## src/rtl/mirror_pkg.sv

```systemverilog
// Constants, register layouts and carrier types for the mirror probe selector.
package mirror_pkg;

    // Probe and port geometry.
    localparam int NUM_PROBES = 3;
    localparam int PROBE_W    = 2;
    localparam int NUM_PORTS  = 64;
    localparam int PORT_W     = 6;
    localparam int CPU_W      = 4;
    localparam int CPU_IDX_W  = 2;
    localparam int VID_W      = 12;

    // Bus geometry.
    localparam int ADDR_W = 8;
    localparam int DATA_W = 32;
    localparam int BE_W   = 4;
    localparam int BYTE_W = 8;

    // Address fields: a block of four words per probe, block 0 is global.
    localparam int BLK_LSB  = 4;
    localparam int BLK_W    = 4;
    localparam int WORD_LSB = 2;
    localparam int WORD_W   = 2;
    localparam logic [BLK_W-1:0]  BLK_GLOBAL   = 4'h0;
    localparam logic [BLK_W-1:0]  BLK_FIRST    = 4'h1;
    localparam logic [WORD_W-1:0] WORD_CTRL    = 2'h0;
    localparam logic [WORD_W-1:0] WORD_STATUS  = 2'h1;
    localparam logic [WORD_W-1:0] WORD_SETUP   = 2'h0;
    localparam logic [WORD_W-1:0] WORD_MASK_LO = 2'h1;
    localparam logic [WORD_W-1:0] WORD_MASK_HI = 2'h2;
    localparam logic [WORD_W-1:0] WORD_DEST    = 2'h3;

    // Writable bits; everything else reads as zero.
    localparam logic [DATA_W-1:0] SETUP_RW_MASK = 32'h07FF_FFFF;
    localparam logic [DATA_W-1:0] DEST_RW_MASK  = 32'h0000_1FFF;
    localparam int CTRL_FLOOD_BIT = 0;

    // Bit positions inside the direction and station mode fields.
    localparam int DIR_TX  = 0;
    localparam int DIR_RX  = 1;
    localparam int STA_DST = 0;
    localparam int STA_SRC = 1;

    // VLAN filter modes; codes 0 and 3 pass every frame.
    localparam logic [1:0] VLAN_FLAG = 2'h1;
    localparam logic [1:0] VLAN_VID  = 2'h2;

    typedef struct packed {
        logic [4:0]       spare;
        logic [CPU_W-1:0] rx_cpu_virtual_mask;
        logic [CPU_W-1:0] cpu_set;
        logic [VID_W-1:0] vlan_filter_id;
        logic             rx_physical_port_sel;
        logic [1:0]       vlan_filter_mode;
        logic [1:0]       station_filter_mode;
        logic [1:0]       direction;
    } setup_t;

    typedef struct packed {
        logic [18:0]       spare;
        logic              remote_tag_ena;
        logic [PORT_W-1:0] tx_edit_port;
        logic [PORT_W-1:0] copy_destination_port;
    } dest_t;

    typedef struct packed {
        setup_t            setup;
        logic [DATA_W-1:0] mask_hi;
        logic [DATA_W-1:0] mask_lo;
        dest_t             dest;
    } probe_reg_t;

    typedef struct packed {
        logic [PORT_W-1:0]    rx_port;
        logic [PORT_W-1:0]    masq_port;
        logic                 from_cpu;
        logic [CPU_IDX_W-1:0] cpu_idx;
        logic                 tx_valid;
        logic [PORT_W-1:0]    tx_port;
        logic [CPU_W-1:0]     cpu_dst_set;
        logic [VID_W-1:0]     vid;
        logic                 vlan_entry_mirror_flag;
        logic                 src_flag;
        logic                 dst_flag;
        logic                 flooded;
        logic                 cls_valid;
        logic [PROBE_W-1:0]   cls_probe;
    } frame_t;

    typedef struct packed {
        logic               copy;
        logic [PROBE_W-1:0] probe;
        logic [PORT_W-1:0]  copy_destination_port;
        logic               rx_copy;
        logic               add_qtag;
        logic [PORT_W-1:0]  tx_edit_port;
    } decision_t;

endpackage

```

## src/rtl/probe_match.sv

```systemverilog
// Filter evaluation of one mirror probe against one frame.
`timescale 1ns/10ps
module probe_match
    import mirror_pkg::*;
#(
    parameter int INDEX = 0
)
(
    // Probe setup.
    input  probe_reg_t cfg,
    input  logic       flooded_copy_enable,
    // Frame under decision.
    input  frame_t     frm,
    // Result.
    output logic       hit,
    output logic       rx_side
);

    logic [NUM_PORTS-1:0] mask;
    logic [PORT_W-1:0]    rx_sel;
    logic [1:0]           dir;
    logic [1:0]           sta;
    logic                 rx_hit;
    logic                 tx_hit;
    logic                 vlan_ok;
    logic                 sta_ok;
    logic                 cls_sel;
    logic                 cls_hit;

    if (INDEX < 0 || INDEX >= NUM_PROBES) begin : g_bad_index
        $error("probe_match: INDEX out of range");
    end

    assign dir    = cfg.setup.direction;
    assign sta    = cfg.setup.station_filter_mode;
    assign mask   = {cfg.mask_hi, cfg.mask_lo};
    assign rx_sel = cfg.setup.rx_physical_port_sel ? frm.rx_port : frm.masq_port;

    // On the receive side, a frame injected by the CPU is judged by the CPU mask, never by the port mask.
    assign rx_hit = dir[DIR_RX] & (frm.from_cpu ? cfg.setup.rx_cpu_virtual_mask[frm.cpu_idx]
                                                : mask[rx_sel]);
    assign tx_hit = dir[DIR_TX] & ((frm.tx_valid & mask[frm.tx_port])
                                   | (|(cfg.setup.cpu_set & frm.cpu_dst_set)));

    always_comb begin
        unique case (cfg.setup.vlan_filter_mode)
            VLAN_FLAG: vlan_ok = frm.vlan_entry_mirror_flag;
            VLAN_VID:  vlan_ok = (frm.vid == cfg.setup.vlan_filter_id);
            default:   vlan_ok = 1'b1;
        endcase
    end

    assign sta_ok = (~sta[STA_SRC] | frm.src_flag)
                  & (~sta[STA_DST] | frm.dst_flag | (frm.flooded & flooded_copy_enable));

    assign cls_sel = frm.cls_valid & (frm.cls_probe == PROBE_W'(INDEX));
    assign cls_hit = dir[DIR_RX] | (dir[DIR_TX] & frm.tx_valid);

    assign hit     = cls_sel ? cls_hit : ((rx_hit | tx_hit) & vlan_ok & sta_ok);
    assign rx_side = cls_sel ? dir[DIR_RX] : rx_hit;

endmodule

```

## src/rtl/traffic_mirror_probe_select.sv

```systemverilog
// Per-frame mirror decision with three probes and an Avalon-MM register slave.
`timescale 1ns/10ps
module traffic_mirror_probe_select
    import mirror_pkg::*;
#(
    parameter int CNT_W = 32
)
(
    // Clock and reset.
    input  logic              clk_sys,
    input  logic              reset_n,
    // Avalon-MM register slave.
    input  logic [ADDR_W-1:0] avs_address,
    input  logic              avs_read,
    input  logic              avs_write,
    input  logic [DATA_W-1:0] avs_writedata,
    input  logic [BE_W-1:0]   avs_byteenable,
    output logic [DATA_W-1:0] avs_readdata,
    output logic              avs_waitrequest,
    // Frame descriptors from the forwarding pipeline.
    input  logic              frm_valid,
    output logic              frm_ready,
    input  frame_t            frm,
    // Mirror decisions towards queueing and rewriter.
    output logic              dec_valid,
    input  logic              dec_ready,
    output decision_t         dec
);

    if (CNT_W < 1 || CNT_W > DATA_W) begin : g_bad_cnt
        $error("traffic_mirror_probe_select: CNT_W must be 1 to DATA_W");
    end

    typedef struct packed {
        probe_reg_t [NUM_PROBES-1:0] cfg;
        logic                        flood_ena;
        logic [CNT_W-1:0]            copy_cnt;
        logic                        ack;
        logic [DATA_W-1:0]           rdata;
        logic                        out_valid;
        decision_t                   out;
        logic [NUM_PROBES-1:0]       hits;
    } state_t;

    state_t st_r;
    state_t st_nxt;

    // Bus decode.
    logic [BLK_W-1:0]   blk;
    logic [WORD_W-1:0]  word;
    logic               slot_ok;
    logic [PROBE_W-1:0] slot;
    logic               bus_req;
    logic [DATA_W-1:0]  rd_word;
    logic [DATA_W-1:0]  wr_word;

    // Frame path.
    logic [NUM_PROBES-1:0] hits;
    logic [NUM_PROBES-1:0] rx_sides;
    logic                  win_any;
    logic [PROBE_W-1:0]    win_idx;
    dest_t                 dest_sel;
    logic                  fr_take;
    decision_t             dec_new;

    function automatic logic [DATA_W-1:0] be_merge(
        input logic [DATA_W-1:0] old_w,
        input logic [DATA_W-1:0] new_w,
        input logic [BE_W-1:0]   be
    );
        logic [DATA_W-1:0] r;
        r = old_w;
        for (int i = 0; i < BE_W; i++) begin
            if (be[i]) begin
                r[i*BYTE_W +: BYTE_W] = new_w[i*BYTE_W +: BYTE_W];
            end
        end
        return r;
    endfunction

    function automatic logic blk_is_probe(input logic [BLK_W-1:0] b);
        return (b >= BLK_FIRST) && (b < BLK_FIRST + BLK_W'(NUM_PROBES));
    endfunction

    assign blk     = avs_address[BLK_LSB +: BLK_W];
    assign word    = avs_address[WORD_LSB +: WORD_W];
    assign slot_ok = blk_is_probe(blk);
    assign slot    = PROBE_W'(blk - BLK_FIRST);
    assign bus_req = avs_read | avs_write;

    // One wait state: the word is fetched while waitrequest is high.
    assign avs_waitrequest = bus_req & ~st_r.ack;
    assign avs_readdata    = st_r.rdata;

    always_comb begin
        rd_word = '0;
        if (blk == BLK_GLOBAL) begin
            if (word == WORD_CTRL) begin
                rd_word[CTRL_FLOOD_BIT] = st_r.flood_ena;
            end else if (word == WORD_STATUS) begin
                rd_word = DATA_W'(st_r.copy_cnt);
            end
        end else if (slot_ok) begin
            unique case (word)
                WORD_SETUP:   rd_word = st_r.cfg[slot].setup;
                WORD_MASK_LO: rd_word = st_r.cfg[slot].mask_lo;
                WORD_MASK_HI: rd_word = st_r.cfg[slot].mask_hi;
                WORD_DEST:    rd_word = st_r.cfg[slot].dest;
            endcase
        end
    end

    assign wr_word = be_merge(rd_word, avs_writedata, avs_byteenable);

    // Probe evaluation.
    for (genvar p = 0; p < NUM_PROBES; p++) begin : g_probe
        probe_match #(
            .INDEX(p)
        ) u_match (
            .cfg                (st_r.cfg[p]),
            .flooded_copy_enable(st_r.flood_ena),
            .frm                (frm),
            .hit                (hits[p]),
            .rx_side            (rx_sides[p])
        );
    end

    always_comb begin
        win_any = 1'b0;
        win_idx = '0;
        for (int i = 0; i < NUM_PROBES; i++) begin
            if (hits[i]) begin
                win_any = 1'b1;
                win_idx = PROBE_W'(i);
            end
        end
    end

    assign dest_sel = st_r.cfg[win_idx].dest;

    always_comb begin
        dec_new                       = '0;
        dec_new.copy                  = win_any;
        dec_new.probe                 = win_idx;
        dec_new.copy_destination_port = dest_sel.copy_destination_port;
        dec_new.rx_copy               = rx_sides[win_idx];
        dec_new.add_qtag              = dest_sel.remote_tag_ena;
        dec_new.tx_edit_port          = dest_sel.tx_edit_port;
        if (!win_any) begin
            dec_new = '0;
        end
    end

    // A single output stage; a stalled consumer stalls the pipeline.
    assign frm_ready = ~st_r.out_valid | dec_ready;
    assign fr_take   = frm_valid & frm_ready;
    assign dec_valid = st_r.out_valid;
    assign dec       = st_r.out;

    always_comb begin
        st_nxt = st_r;

        st_nxt.ack = bus_req & ~st_r.ack;
        if (bus_req && !st_r.ack) begin
            st_nxt.rdata = avs_read ? rd_word : '0;
        end

        // Writes land on the edge where waitrequest is low.
        if (avs_write && st_r.ack) begin
            if (blk == BLK_GLOBAL) begin
                if (word == WORD_CTRL) begin
                    st_nxt.flood_ena = wr_word[CTRL_FLOOD_BIT];
                end
            end else if (slot_ok) begin
                unique case (word)
                    WORD_SETUP:   st_nxt.cfg[slot].setup   = setup_t'(wr_word & SETUP_RW_MASK);
                    WORD_MASK_LO: st_nxt.cfg[slot].mask_lo = wr_word;
                    WORD_MASK_HI: st_nxt.cfg[slot].mask_hi = wr_word;
                    WORD_DEST:    st_nxt.cfg[slot].dest    = dest_t'(wr_word & DEST_RW_MASK);
                endcase
            end
        end

        if (fr_take) begin
            st_nxt.out_valid = 1'b1;
            st_nxt.out       = dec_new;
            st_nxt.hits      = hits;
            if (win_any) begin
                st_nxt.copy_cnt = st_r.copy_cnt + CNT_W'(1);
            end
        end else if (dec_ready) begin
            st_nxt.out_valid = 1'b0;
        end
    end

    always_ff @(posedge clk_sys or negedge reset_n) begin
        if (!reset_n) begin
            st_r <= '0;
        end else begin
            st_r <= st_nxt;
        end
    end

    logic plain0;
    assign plain0 = !(frm.cls_valid && frm.cls_probe == '0);

    logic plain1;
    assign plain1 = !(frm.cls_valid && frm.cls_probe == PROBE_W'(1));

    // Whole port masks as one vector, since a concatenation cannot be indexed in place.
    logic [NUM_PORTS-1:0] mask0;
    logic [NUM_PORTS-1:0] mask1;
    assign mask0 = {st_r.cfg[0].mask_hi, st_r.cfg[0].mask_lo};
    assign mask1 = {st_r.cfg[1].mask_hi, st_r.cfg[1].mask_lo};
endmodule

```

## config.mk

```make
export PLATFORM = sky130hd
export DESIGN_NAME = traffic_mirror_probe_select
export DESIGN_NICKNAME = d
export VERILOG_FILES = /design/src/rtl/mirror_pkg.sv /design/src/rtl/probe_match.sv /design/src/rtl/traffic_mirror_probe_select.sv
export SDC_FILE = /design/constraint.sdc
export NUM_CORES = 1
export LEC_CHECK = 0
export ABC_AREA = 1
export BUFFER_PORTS_ARGS = -buffer_cell sky130_fd_sc_hd__buf_4
export CORE_MARGIN = 8
export CORE_UTILIZATION = 60
export DETAILED_ROUTE_END_ITERATION = 8
export PLACE_DENSITY_LB_ADDON = 0.12
export SETUP_SLACK_MARGIN = 0.2
export SYNTH_ARGS = -nofsm -noshare
export SYNTH_HDL_FRONTEND = slang
export SYNTH_HIERARCHICAL = 1
export SYNTH_SLANG_ARGS = --single-unit
```

## constraint.sdc

```tcl
create_clock -name clk_sys -period 7.4 [get_ports clk_sys]
set_clock_uncertainty 0.1 [all_clocks]
set_input_delay 0 -clock clk_sys [delete_from_list [all_inputs] [get_ports clk_sys]]
set_output_delay 0 -clock clk_sys [all_outputs]
set_load 0.02 [all_outputs]
```

==> results by group <==
Run status
  – Status: finished with violations
  – Failing checks: negative hold slack

STA
  – FMAX: 0.1716 GHz
  – Max Transition Viols Final: 0
  – Max-slew headroom: 18.03%
  – Endpoints failing setup: 0
  – Worst hold slack: -17.01 ps
  – Setup TNS: 0 ps
  – Fin crit period: 5828 ps
  – Measured slew at the worst slew-check pin: 1227 ps
  – Fin. Hold Viols: 4
  – RSZ-0062 raised after global routing: no
  – Fin crit share: 78.76%

Logic synthesis
  – Syn_nets: 4025
  – Register bit total from synthesis: 468
  – Mapped Area: 0.02823 sq mm
  – Async set-reset flop share out of synthesis: 100.0%
  – Mapped Cells: 3917
  – Avg Inst Size Synth: 7.208 sq um
  – Synth unique cells: 47
  – Post-synth top flop: dfrtp_1
  – EDFF count, synth: 0
  – Register area share after synthesis: 41.48%
  – Synth warn: 6

GRT
  – Initial antenna violation count: 3
  – Vias in the first global route: 25140
  – Largest net degree at the start of global routing: 168
  – Total track usage: 35.71%
  – Gr ovfl total: 0
  – First-pass GRT wire length: 149.4 mm

Route
  – Vias per cell: 6.001
  – DRC errors left: 0
  – Antenna Nets Post-Route: 0
  – Starting DRC count in detailed routing: 3580
  – Detailed-route wire length: 97.75 mm
  – Routed len/inst: 21.49 microns
  – Via count: 27290
  – Drt pass-1 iters: 6

Critical path
  – Worst r2r src: st_r[445]
  – Critical path endpoint: st_r[80]
  – Startpoint types: flop
  – RR Endpoint: st_r[80]
  – Crit path from: st_r[445]
  – Worst reg2reg path depth: 25
  – Worst endpoint required time: 7810 ps
  – Worst setup EP type: flop
  – Arr. time, crit path: 6230 ps
  – Peak fanout along the critical path: 31
  – Worst R2R Setup Slack: 1570 ps
  – CP Class: flop to flop

Final layout
  – Commonest non-fill, non-tap cell in the layout: nand2_1
  – Util after Layout: 66.23%
  – Ratio of cells with drive above 1 in the final layout: 10.08%
  – Area Growth Syn to Fin: 8.979%
  – Non-filler cells, final: 4548
  – FILL cells: 4286
  – Commonest non-fill, non-tap cells in the layout: nand2_1, nand3_1, dfrtp_1
  – # nets final: 4007
  – Final instance area: 0.03077 sq mm

Clock tree
  – Setup bufs post-CTS: 0
  – CTS Buf Count: 51
  – Post_cts resized: 0
  – Clock tree buffer depth: 3
  – Clk Latency, worst-skew pair: 620 ps
  – Worst-path clk slew: 60 ps
  – H-tree depth: 2
  – TritonCTS clock tree: done
  – Root buf cell: clkbuf_16
  – Hold buffer count at CTS: 37
  – CTS sink count: 468

Floorplanning
  – Die height: 232.9 microns
  – Chip Width: 232.9 microns
  – Initial Utilization: 60.77%
  – Io pins: 147
  – Core area: 0.04646 sq mm
  – Die ar.: 0.05425 sq mm
  – Placement Rows: 79

Placement
  – Placed Cells incl. Taps: 4416
  – Placer congestion estimate: 0.9889
  – Final HPWL DP: 67.61 mm
  – Number of port buffers: 144
  – DP Area: 0.02867 sq mm

Min path
  – Tightest Hold Check Type: input pin to async pin

Pwr
  – Peak supply drop: 177.6 uV
  – PwrDens: 222.1 mW/mm^2
  – Leakage: 15.58 nW

Flow run
  – Max-cap violations: 0
==> where the power goes <==
part	switching (mW)	internal [mW]	leakage, nW
Sequential	0.197	2.76	5.79
Combinational	0.835	0.398	8.96
Clock	1.11	1.53	0.836
Total	2.14	4.69	15.6
==> worst min-delay path by stage <==
stage	start	endpoint	slack (ps)	cells after the start
final	reset_n	avs_readdata[29]	-20	3
after global placement	reset_n	avs_readdata[29]	-4	1
after detailed placement	reset_n	avs_readdata[29]	-5	1
after global routing	reset_n	avs_readdata[28]	30	3
after CTS	reset_n	st_r[467]	4	3
after floorplan	reset_n	async pin	-400	0
==> synthesized netlist by cell type, types with 11 or more instances <==
cell type | number | area share [%]
nand2_1 | 1244 | 17
nand3_1 | 487 | 8.6
dfrtp_1 | 468 | 41
inv_1 | 307 | 4.1
nor2_1 | 220 | 2.9
o21ai_1 | 207 | 3.7
o21ai_0 | 147 | 2.6
a21oi_1 | 110 | 1.9
buf_2 | 87 | 1.5
buf_4 | 85 | 2.3
clkbuf_1 | 66 | 0.88
or2_2 | 63 | 1.4
xor2_1 | 43 | 1.3
a21boi_1 | 40 | 1.1
o211ai_1 | 31 | 0.82
a21o_1 | 30 | 0.80
nand4_1 | 30 | 0.66
mux2i_1 | 28 | 0.99
o221ai_1 | 27 | 0.84
inv_2 | 21 | 0.28
nand2_2 | 21 | 0.47
buf_6 | 19 | 0.76
nor3_1 | 17 | 0.30
xnor2_1 | 16 | 0.50
buf_1 | 15 | 0.20
ha_1 | 13 | 0.58
nor2_4 | 11 | 0.44
==> through the flow <==
stage	hold slack (ps)	worst slack [ps]	power, mW
finish	-17.01	1572	6.834
CTS	4.119	1767	6.799
global route	30.18	1260	7.079
detailed placement	-5.106	1837	4.170
global placement	-3.640	1896	4.146
floorplan	-395.6	4371	3.745
==> critical path, stage by stage (launching register included) <==
cell and delay [ps]:
dfrtp_1 800, nand2_1 470, nand2_2 600, nand2_1 110
nand3_1 110, nand3_1 90, nand3_1 130, nand3_1 130
nand3_1 110, nand2_1 210, nand2_1 130, nand2_1 80
nand2_1 60, nand2_1 40, nand2_1 110, nor2_1 150
nand2_1 120, inv_1 50, nor2_2 690, nand2_1 220
nor2_1 250, nand3_1 230, nor2_1 180, nand3_1 220
o21ai_0 230, nand2_1 60
==> routing by layer <==
metal	GRT usage, %	vias up	part of all wire (%)
li1	-	12620	-
met5	0	-	0.010
met1	50.40	12840	41
met4	12.39	2	3.8
met2	52.56	1609	43
met3	9.694	225	13
==> kinds of logic after synthesis <==
| logic type | Yosys count | synth area share, % |
|---|---|---|
| flops | 468 | 41.48 |
| xor+xnor | 59 | 1.830 |
| fa+ha+maj | 13 | 0.5761 |
| compound gates | 618 | 12.58 |
| mux | 28 | 0.9927 |
| simple gates | 2129 | 32.51 |
| buf+inv | 602 | 10.03 |
==> final cells by class <==
| type | count | area, sq um | share of cell area (%) |
|---|---|---|---|
| multi-input cells | 2847 | 13700 | 44.54 |
| flip-flops and latches | 468 | 11710 | 38.06 |
| repair buffers | 202 | 1647 | 5.352 |
| clock buffers | 69 | 1434 | 4.660 |
| inverters | 329 | 1236 | 4.018 |
| well taps | 607 | 759.5 | 2.468 |
| clock inverters | 25 | 274.0 | 0.8906 |
| diodes | 1 | 2.502 | 0.008133 |
(Power assumes the default switching activity.)
